`config.mk`:
```
export PLATFORM = sky130hd
export DESIGN_NAME = cmsr_readout
export DESIGN_NICKNAME = d
export VERILOG_FILES = /design/src/core/cmsr_pkg.sv /design/src/core/cmsr_range_if.sv /design/src/core/cmsr_range.sv /design/src/core/cmsr_readout.sv
export VERILOG_INCLUDE_DIRS = /design/src /design/src/core
export SDC_FILE = /design/constraint.sdc
export NUM_CORES = 1
export LEC_CHECK = 0
export BUFFER_PORTS_ARGS = -buffer_cell sky130_fd_sc_hd__buf_2
export CAP_MARGIN = 15
export CELL_PAD_IN_SITES_DETAIL_PLACEMENT = 1
export CELL_PAD_IN_SITES_GLOBAL_PLACEMENT = 1
export CORE_ASPECT_RATIO = 0.5
export CORE_MARGIN = 3
export CORE_UTILIZATION = 44
export CTS_BUF_LIST = sky130_fd_sc_hd__clkbuf_8
export DETAILED_ROUTE_END_ITERATION = 8
export PLACE_DENSITY = 0.76
export SYNTH_ARGS = -nofsm -noshare
export SYNTH_HDL_FRONTEND = slang
export SYNTH_SLANG_ARGS = --single-unit
```
`constraint.sdc`:
```
create_clock -name clk_sys -period 1.8 [get_ports clk_sys]
set_clock_uncertainty 0.05 [all_clocks]
set_input_delay 0.09 -clock clk_sys [delete_from_list [all_inputs] [get_ports clk_sys]]
set_output_delay 0.09 -clock clk_sys [all_outputs]
set_load 0.05 [all_outputs]
```
`src/core/cmsr_params.svh`:
```
// Purpose: constants of the serial configuration read-out block
// Assumes: 8-Mbit array; the smaller part halves every span
// Notes:   addresses count bits, one per serial clock
`ifndef CMSR_PARAMS_SVH
`define CMSR_PARAMS_SVH
`define CMSR_ADDR_W        23
`define CMSR_MEM_DEPTH     64
`define CMSR_MEM_IDX_W     6
`define CMSR_FULL_LAST     23'h7FFFFF
`define CMSR_PAGE_SHIFT    21
`define CMSR_PAGE_LAST     23'h1FFFFF
`define CMSR_POR_CYCLES    8
`define CMSR_POR_W         4
`endif

```
`src/core/cmsr_pkg.sv`:
```
// Purpose: types of the serial configuration read-out block
// Assumes: constants come from cmsr_params.svh
// Notes:   mode encoding follows the read path in Gray order
`include "cmsr_params.svh"
package cmsr_pkg;
   typedef logic [`CMSR_ADDR_W-1:0] cmsr_addr_t;
   typedef enum logic [1:0] {
      CMSR_POR     = 2'b00,
      CMSR_READ    = 2'b01,
      CMSR_DONE    = 2'b11,
      CMSR_PROGRAM = 2'b10
   } cmsr_mode_t;
endpackage : cmsr_pkg

```
`src/core/cmsr_range_if.sv`:
```
// Purpose: carries the page window between top and range decoder
// Assumes: single clock domain
// Notes:   decoder drives first and last address
`timescale 1ns/1ps
interface cmsr_range_if;
   import cmsr_pkg::*;
   logic       page_enable;
   logic [1:0] page_select;
   cmsr_addr_t first_addr;
   cmsr_addr_t last_addr;
   modport ctrl (output page_enable, output page_select, input first_addr, input last_addr);
   modport dec  (input page_enable, input page_select, output first_addr, output last_addr);
endinterface : cmsr_range_if

```
`src/core/cmsr_range.sv`:
```
// Purpose: decodes the page window from page enable and select
// Assumes: inputs already synchronised
// Notes:   purely combinational
`timescale 1ns/1ps
`include "cmsr_params.svh"
module cmsr_range
   import cmsr_pkg::*;
(
   cmsr_range_if.dec rng
);
   wire cmsr_addr_t page_base;
   assign page_base = cmsr_addr_t'({rng.page_select, `CMSR_PAGE_SHIFT'(0)});
   // four equal pages or the whole array
   assign rng.first_addr = rng.page_enable ? page_base : '0;
   assign rng.last_addr  = rng.page_enable ? (page_base | `CMSR_PAGE_LAST) : `CMSR_FULL_LAST;
endmodule : cmsr_range

```
`src/core/cmsr_readout.sv`:
```
// Purpose: serial read-out of a configuration memory to a master-serial FPGA
// Assumes: serial_config_clock is this block's clk_sys; rst models power-up
// Notes:   array is a small flip-flop image indexed by low address bits
//
// Summary of operation
// - serial data output feeds FPGA data input
// - one bit moves per shared serial clock
// - cascade output drives next chip select
// - ready held low during power-on reset
// - last bit clock drives cascade low
// - same clock turns data driver off
// - low chip select enables downstream data
// - output enable low resets address counters
// - program mode low enters two-wire programming
// - standby when program mode and select high
// - standby keeps data output high impedance
// - four equal pages or whole space
// - output enable low clears counters
// - counting only with select low, enable high
// - cascade low held, then follows select
`timescale 1ns/1ps
`include "cmsr_params.svh"
module cmsr_readout
   import cmsr_pkg::*;
(
   // clock and power-up reset
   input  wire logic       clk_sys,
   input  wire logic       rst,
   // control pins from the FPGA side
   input  wire logic       chip_select_n,
   input  wire logic       reset_oe,
   input  wire logic       program_mode_n,
   input  wire logic       page_enable,
   input  wire logic [1:0] page_select,
   // image load while programming
   input  wire logic       image_we,
   input  wire logic [5:0] image_idx,
   input  wire logic       image_bit,
   // serial outputs
   output logic            data_out,
   output logic            data_oe,
   output logic            cascade_out_n,
   output logic            ready_oe,
   output logic            ready_out,
   output logic            standby,
   output logic            programming
);
   // ==========================================================
   // pin synchronisers
   logic [4:0] sync_a;
   logic [4:0] sync_b;
   logic [1:0] sel_a;
   logic [1:0] sel_b;
   always_ff @(posedge clk_sys) begin
      sync_a <= {chip_select_n, reset_oe, program_mode_n, page_enable, image_we};
      sync_b <= sync_a;
      sel_a  <= page_select;
      sel_b  <= sel_a;
   end
   wire logic cs_n_s;
   wire logic oe_s;
   wire logic pm_n_s;
   wire logic we_s;
   assign cs_n_s = sync_b[4];
   assign oe_s   = sync_b[3];
   assign pm_n_s = sync_b[2];
   assign we_s   = sync_b[0];

   // ==========================================================
   // page window
   cmsr_range_if rng ();
   assign rng.page_enable = sync_b[1];
   assign rng.page_select = sel_b;
   cmsr_range u_range (
      .rng (rng)
   );

   // ==========================================================
   // mode and power-on reset
   cmsr_mode_t mode;
   cmsr_mode_t next_mode;
   logic [`CMSR_POR_W-1:0] por_cnt;
   wire logic por_done;
   assign por_done = (por_cnt == `CMSR_POR_W'(`CMSR_POR_CYCLES - 1));
   always_ff @(posedge clk_sys) begin
      if (rst)
         por_cnt <= '0;
      else if (!por_done)
         por_cnt <= por_cnt + 1'b1;
   end

   cmsr_addr_t addr;
   wire logic active;
   wire logic at_last;
   wire logic step;
   wire logic wrap_ok;
   assign active  = (mode == CMSR_READ) && !cs_n_s && oe_s;
   assign at_last = (addr == rng.last_addr);
   assign step    = active;
   // oe low re-arms a finished part
   assign wrap_ok = !oe_s;

   always_comb begin
      next_mode = mode;
      unique case (mode)
         CMSR_POR:     if (por_done) next_mode = pm_n_s ? CMSR_READ : CMSR_PROGRAM;
         CMSR_READ:    if (!pm_n_s) next_mode = CMSR_PROGRAM;
                       else if (step && at_last) next_mode = CMSR_DONE;
         CMSR_DONE:    if (!pm_n_s) next_mode = CMSR_PROGRAM;
                       else if (wrap_ok) next_mode = CMSR_READ;
         CMSR_PROGRAM: if (pm_n_s) next_mode = CMSR_READ;
      endcase
   end
   always_ff @(posedge clk_sys) begin
      if (rst)
         mode <= CMSR_POR;
      else
         mode <= next_mode;
   end

   // ==========================================================
   // address counter
   // position held in done so oe high keeps it parked
   always_ff @(posedge clk_sys) begin
      if (rst)
         addr <= '0;
      else if (!oe_s || mode == CMSR_POR)
         addr <= rng.first_addr;
      else if (step && !at_last)
         addr <= addr + 1'b1;
   end

   // ==========================================================
   // image storage; flip-flops, small by design, upper address bits alias
   logic [`CMSR_MEM_DEPTH-1:0] image;
   logic [5:0] idx_a;
   logic [5:0] idx_b;
   logic       bit_a;
   logic       bit_b;
   always_ff @(posedge clk_sys) begin
      idx_a <= image_idx;
      idx_b <= idx_a;
      bit_a <= image_bit;
      bit_b <= bit_a;
   end
   genvar gi;
   generate
      for (gi = 0; gi < `CMSR_MEM_DEPTH; gi++) begin : g_cell
         always_ff @(posedge clk_sys) begin
            if (rst)
               image[gi] <= 1'b0;
            else if (mode == CMSR_PROGRAM && we_s && idx_b == 6'(gi))
               image[gi] <= bit_b;
         end
      end
   endgenerate
   wire logic [`CMSR_MEM_IDX_W-1:0] rd_idx;
   assign rd_idx = addr[`CMSR_MEM_IDX_W-1:0];

   // ==========================================================
   // outputs
   wire logic drive;
   wire logic in_standby;
   wire logic casc_low;
   wire logic next_data_out;
   wire logic next_data_oe;
   wire logic next_cascade_out_n;
   wire logic next_ready_oe;
   wire logic next_standby;
   wire logic next_programming;
   assign in_standby = pm_n_s && cs_n_s;
   // the last address still gets its own bit before the driver lets go
   assign drive      = active && pm_n_s;
   // low only once the last bit is out; then tracks select until oe drops
   assign casc_low   = (mode == CMSR_DONE) && oe_s && !cs_n_s;
   assign next_data_out      = drive ? image[rd_idx] : 1'b0;
   assign next_data_oe       = drive && !in_standby;
   assign next_cascade_out_n = !casc_low;
   assign next_ready_oe      = !por_done;
   assign next_standby       = in_standby;
   assign next_programming   = (next_mode == CMSR_PROGRAM);
   always_ff @(posedge clk_sys) begin
      if (rst) begin
         data_out      <= 1'b0;
         data_oe       <= 1'b0;
         cascade_out_n <= 1'b1;
         ready_oe      <= 1'b1;
         ready_out     <= 1'b0;
         standby       <= 1'b0;
         programming   <= 1'b0;
      end else begin
         data_out      <= next_data_out;
         data_oe       <= next_data_oe;
         cascade_out_n <= next_cascade_out_n;
         ready_oe      <= next_ready_oe;
         // open collector: level stays low, only the enable moves
         ready_out     <= 1'b0;
         standby       <= next_standby;
         programming   <= next_programming;
      end
   end

   // ==========================================================
   // checks: power-up and reset
   ready_low_a: assert property (@(posedge clk_sys) disable iff (rst)
      !por_done |-> ##1 ready_oe)
      else $error("ready released early");

   ready_free_a: assert property (@(posedge clk_sys) disable iff (rst)
      por_done |-> ##1 (!ready_oe && !ready_out))
      else $error("ready held after power-up");

   power_clear_a: assert property (@(posedge clk_sys)
      rst |-> ##1 (addr == '0 && cascade_out_n))
      else $error("counter not cleared at power-up");

   // ==========================================================
   // checks: driver and standby
   stby_float_a: assert property (@(posedge clk_sys) disable iff (rst)
      in_standby |-> ##1 !data_oe)
      else $error("data driven in standby");

   stby_out_a: assert property (@(posedge clk_sys) disable iff (rst)
      in_standby |-> ##1 standby)
      else $error("standby not shown");

   read_start_a: assert property (@(posedge clk_sys) disable iff (rst)
      (mode == CMSR_READ && !cs_n_s && oe_s && pm_n_s) |-> ##1 data_oe)
      else $error("driver not enabled by select");

   oe_float_a: assert property (@(posedge clk_sys) disable iff (rst)
      !oe_s |-> ##1 !data_oe)
      else $error("data driven while oe low");

   prog_mode_a: assert property (@(posedge clk_sys) disable iff (rst)
      (!pm_n_s && mode != CMSR_POR) |-> ##1 (programming && !data_oe))
      else $error("programming mode not entered");

   // ==========================================================
   // checks: end of data and cascade
   last_bit_a: assert property (@(posedge clk_sys) disable iff (rst)
      (step && at_last && pm_n_s) |-> ##1 (data_oe && cascade_out_n))
      else $error("last bit not presented");

   casc_end_a: assert property (@(posedge clk_sys) disable iff (rst)
      (step && at_last && pm_n_s) ##1 (oe_s && !cs_n_s && pm_n_s) |-> ##1 (!cascade_out_n && !data_oe))
      else $error("end of data not signalled");

   casc_follow_a: assert property (@(posedge clk_sys) disable iff (rst)
      (mode == CMSR_DONE && oe_s && pm_n_s) |-> ##1 (cascade_out_n == $past(cs_n_s)))
      else $error("cascade does not follow select");

   casc_rearm_a: assert property (@(posedge clk_sys) disable iff (rst)
      !oe_s |-> ##1 cascade_out_n)
      else $error("cascade low while oe low");

   // ==========================================================
   // checks: address counter
   oe_clear_a: assert property (@(posedge clk_sys) disable iff (rst)
      (!oe_s && mode != CMSR_POR) |-> ##1 (addr == $past(rng.first_addr)))
      else $error("counter not cleared");

   count_freeze_a: assert property (@(posedge clk_sys) disable iff (rst)
      (cs_n_s && oe_s && mode != CMSR_POR) |-> ##1 $stable(addr))
      else $error("counter moved while deselected");

   step_up_a: assert property (@(posedge clk_sys) disable iff (rst)
      (active && !at_last) |-> ##1 (addr == $past(addr) + 1'b1))
      else $error("counter did not step");

   // ==========================================================
   // checks: page window
   page_top_a: assert property (@(posedge clk_sys) disable iff (rst)
      mode == CMSR_READ |-> addr <= rng.last_addr)
      else $error("address past window");

   page_start_a: assert property (@(posedge clk_sys) disable iff (rst)
      rng.page_enable |-> (rng.first_addr[`CMSR_ADDR_W-1 -: 2] == rng.page_select &&
                           rng.first_addr[`CMSR_PAGE_SHIFT-1:0] == '0))
      else $error("page start wrong");

   page_span_a: assert property (@(posedge clk_sys) disable iff (rst)
      rng.page_enable |-> ((rng.last_addr - rng.first_addr) == `CMSR_PAGE_LAST))
      else $error("page span wrong");

   whole_span_a: assert property (@(posedge clk_sys) disable iff (rst)
      !rng.page_enable |-> (rng.first_addr == '0 && rng.last_addr == `CMSR_FULL_LAST))
      else $error("whole array window wrong");

   // ==========================================================
   // main scenarios
   por_cover_c:    cover property (@(posedge clk_sys) $rose(por_done));
   end_cover_c:    cover property (@(posedge clk_sys) $fell(cascade_out_n));
   prog_cover_c:   cover property (@(posedge clk_sys) $rose(programming));
   freeze_cover_c: cover property (@(posedge clk_sys) mode == CMSR_READ && cs_n_s && oe_s);
   rearm_cover_c:  cover property (@(posedge clk_sys) mode == CMSR_READ && !oe_s && !cs_n_s);
endmodule : cmsr_readout

```
# After elaboration in Yosys (flattened, before gate mapping)
# Cells that the tools add are included.
# totals
out_inout_bits	7
reg_bits	127
# classes
n_mux	14
magnitude_cmp	1
bitwise	1
eq_ne	69
addsub	2
reduce_logical	85
# op_table
cell	n
== test 6 bit (second input constant)	32
== test 6 x 5 -> 1 bit (second input constant)	16
two-way mux 23 bit	4
logical AND 1 bit	74
== test 6 x 4 -> 1 bit (second input constant)	8
== test 6 x 3 -> 1 bit (second input constant)	4
adder 23 x 1 -> 23 bit (second input constant)	1
== test 23 bit	1
two-way mux 2 bit	7
== test 6 x 2 -> 1 bit (second input constant)	2
one-hot mux 2 bit (4 select lines)	1
< comparator 6 x 7 -> 1 bit (second input constant)	1
binary-select mux 1 bit (select 6 bit)	1
== test 2 bit (second input constant)	3
== test 6 x 1 -> 1 bit (second input constant)	1
zero test 1 bit	6
zero test 6 bit	1
adder 4 x 1 -> 4 bit (second input constant)	1
== test 4 x 3 -> 1 bit (second input constant)	1
== test 2 x 1 -> 1 bit (second input constant)	1
zero test 2 bit	1
nonzero test 2 bit	1
OR reduction 2 bit	1
logical OR 1 bit	1
other kinds (2)	2

# Longest topological paths before layout
# depth
ltp_word	8
mapped_depth	7
depth_no_buf	6

# By module
# From an unflattened synthesis, not the netlist that was laid out.
# hier_totals
hier_cells	737
hier_area_um2	6319.8
# modules_own_cells
module	cells_each	area_per_inst_um2	n_inst
cmsr_readout	689	5972.0	1
cmsr_range	48	347.8	1

# Least setup slack after synthesis
# Ideal clock, no wire load.
# synth_path
kind	reg-to-reg
from	register addr[0]
to	register data_out
setup_ns	0.116
stages_incl_launch_ff	7
arrival_ns	1.807
synth_period_minus_slack_ns	1.973
setup_slack_ns	-0.173
required_ns	1.634
path_cell_list	dfxtp_1 buf_2 buf_1 mux4_2 mux2i_1 nand2_1 a41o_1
# synth_via
elab_chain_len	2
# synth_rtl
item	line_no	source
from (decl)	cmsr_readout.sv:92	cmsr_addr_t addr;
from (signal assigned)	cmsr_readout.sv:128	addr <= rng.first_addr;
from (signal assigned)	cmsr_readout.sv:130	addr <= addr + 1'b1;
binary-select mux 1 bit (select 6 bit)	cmsr_readout.sv:176	assign next_data_out = drive ? image[rd_idx] : 1'b0;
two-way mux 1 bit (not written as such)	cmsr_readout.sv:176	
to (signal assigned)	cmsr_readout.sv:192	data_out <= next_data_out;
to (decl)	cmsr_readout.sv:40	output logic data_out,
# No other way between the ends. The select of a mux whose other input is x is not followed.
# A chain may end at the register's enable or synchronous reset.

# Worst setup path after layout
# layout_path
from	register addr[1]
to	register addr[7]
# layout_via
elab_chain_len	4
word_cells_on_any_way	7
# layout_rtl
item
branches (longest 4 deep; another with adder 23 x 1 -> 23 bit)
# Parallel ways; which one is timed is not known. The select of a mux whose other input is x is not followed.

==> results.yml <==
sta:
  setup_violations: 68
  slew_violations: 0
  timing.final.ws_setup_ns: -0.346
  rsz0062_at_grt: "true"
  tightest_slew_ns: 0.757
  fin_crit_ns: 2.15
  max_freq_ghz: 0.466
  period_share: 1.19
  setup_tns_ns: -6.71
  slew_headroom: 0.491
  hold_viol_final: 0
cells_and_area:
  stdcell_count: 952
  area_growth_pct: 40.7
  layout-drive-gt1-share: 0.375
  nNetsFinal: 790
cts:
  cts_buffer_depth: 2
  path_clk_slew_ns: 0.10
  clock_sinks: 127
  clkLatencyLatePin_ns: 0.48
  numCtsBuffers: 17
  tritoncts: "done"
  htreeDepth: 4
  clock-root-buffer: "clkbuf_8"
detailed_routing:
  via_count: 6100
  via_per_inst: 6.41
  wire_per_inst_um: 27.5
  remaining_drc_errors: 0
  drt_iter0_drc: 617
  routed_wl_um: 26200
  ant_nets: 0
  drtPass1Iterations: 5
flow_run:
  timing.max_cap.violations: 0
synthesis:
  synth-edff-count: 0
  yosys_warnings: 0
  ys_async_sr_fraction: 0
  ys_seq_area_frac: 0.452
  synth-seq-cells: 127
  synth_ff_type: "dfxtp_1"
  syn-num-nets: 674
  ys_types: 56
  netlist_area_um2: 5620
  synth_cells: 656
  postSynthAreaPerCell_um2: 8.57
floorplan:
  die_height_um: 85.9
  core-area_um2: 12100
  die-area_um2: 14200
  rows: 28
  die_w_um: 166
  pin_count: 23
  start_util: 0.464
critical_path:
  worst_setup_path_end_kind: "flop"
  cp_data_required_time_ns: 2.15
  crit_type: "flop to flop"
  crit_slowest_cell: "or4_4"
  path_cells: "buf_4 > buf_6 > nand3_2 > nor2_4 > buf_6 > nand4_1 > or4_4 > a21oi_4"
  cpMostUsedCell: "buf_6"
  ff2ff_path_depth: 8
  worstPathArrival_ns: 2.50
  startpoint_type: "flop"
  slowest_delay_ns: 0.51
  crit_fanout: 7
global_route:
  grt_max_degree: 77
  grt_pass1_vias: 5801
  overflow: 0
  grt_usage: 0.262
  grt_first_pass_wirelength_um: 30000
  antenna_found_initial: 1
min_path:
  whs_path_depth: 2
  hold_class: "primary input to flop"
power_and_ir_drop:
  total_power_mw: 6.15
  vdd_ir_drop_max_mv: 0.555
  powerDensity_nw_per_um2: 777
  power_leakage_nw: 2.85
placed_design:
  place_hpwl_um: 11300
  dp.cells: 885
  portBuffers: 21
  gp_congestion: 0.796
run_status:
  failed_checks: "negative setup slack"
  status: "finished, violations left"
## where the power goes
group / total [mW] / switching [mW] / internal (mW)
sequential: 2.90 / 0.0536 / 2.85
combinational: 0.280 / 0.183 / 0.0975
clock: 2.96 / 1.44 / 1.53
## logic make-up after synthesis
logic type               synth area share
adder cells (fa/ha/maj)           0.00445
AO/OA/AOI/OAI                       0.140
multiplexers                        0.118
other                            0.000667
buffers and inverters              0.0356
flip-flops                          0.452
AND/OR/NAND/NOR                     0.245
XOR/XNOR                          0.00312
## cell usage after synthesis, types with 4 or more instances
library cell,n,share of area
mux4_2,16,0.064
buf_2,4,0.0036
nor2_1,80,0.053
and3_1,4,0.0045
o31ai_1,11,0.015
a21oi_1,64,0.057
and2_1,4,0.0045
nand3_1,35,0.031
dfxtp_1,127,0.45
inv_1,4,0.0027
or4_1,12,0.016
buf_1,4,0.0027
nand2b_1,7,0.0078
nand4_1,6,0.0067
nor3_1,14,0.012
clkbuf_1,33,0.022
o21ai_1,25,0.022
nand2_1,103,0.069
nor2b_1,5,0.0056
o21ai_0,13,0.012
a31oi_1,5,0.0056
mux2i_1,28,0.050
or3_1,10,0.011
## registers in the layout, indices dropped and copies added, names as in the netlist
signal,cells
bit_b,1
ready_oe,1
por_cnt,4
cascade_out_n,1
data_oe,1
sync_a,5
bit_a,1
sync_b,5
idx_a,6
data_out,1
mode,2
sel_a,2
image,64
rng.page_select,2
standby,1
programming,1
idx_b,6
addr,23
## repair_timing
action                     4_1_cts  5_1_grt
hold endpoints to repair        17        0
setup endpoints to repair       37       59
cloned                           0        7
resized for setup               31      128
hold buffers                    15        0
pin swaps                       12       38
setup buffers                    2        9
## worst max-delay path: cells and delay by family, from the launching register on
family / cells / cell delay, ns
compound gates: 1 / 0.18
buf+inv: 3 / 0.43
simple gates: 4 / 1.05
flops: 1 / 0.36
## stage by stage
step           hold slack, ns  area, µm²  setup slack, ns   util
2_1_floorplan          0.0677       5650          -0.0728      -
3_3_place_gp            0.142       6530           -0.121  0.539
3_5_place_dp            0.144       6530           -0.221  0.539
4_1_cts                 0.204       7260           -0.169  0.599
5_1_grt                 0.196       7910           -0.381  0.653
6_report                0.188       7910           -0.346  0.653
## worst paths after layout
path	startpoint	to	slack (ns)
setup / recovery	addr[1]	addr[7]	-0.35
hold / removal	image_idx[4]	idx_a[4]	0.19
setup reg to reg	addr[1]	addr[7]	-0.35
hold reg to reg	sync_a[0]	sync_b[0]	0.28
## routing by layer
metal  track usage  vias to the layer above  wire length, µm
li1              -                     2569                -
met1         0.310                     3002            10100
met2         0.472                      373            12400
met3        0.0442                      156             1870
met4         0.120                        0             1860
met5             0                        -                0
## final cells by class
cell class                 count  area, µm²
antenna                        2       5.00
inverter                       4       15.0
multi-input combinational    481       3370
timing repair buffer         141       1310
clock inverter                15        208
fill                        1346       4210
tap                          165        206
sequential                   127       2570
clock buffer                  17        234
## placed cells by master, fill, tap and decap left out, types with 5 or more instances in the layout
cell           instances
buf_4                 78
buf_6                  9
dlygate4sd3_1         15
buf_12                11
nand4_1                6
or4_1                  7
nor2_4                13
nor2_1                63
a21oi_2               24
o21ai_0                9
nor3_1                12
a31oi_1                5
nor2b_1                5
a21oi_1               39
dfxtp_2               13
nand2_1               84
or3_1                  7
buf_2                 21
clkbuf_8              17
o31ai_1                9
nand3_2                6
nand2_2               17
mux2i_1               27
or4_4                  5
o21ai_1               23
o21ai_2                6
nand2b_1               7
nand3_1               31
mux4_2                16
dfxtp_1              112
(Power assumes the default switching activity.)
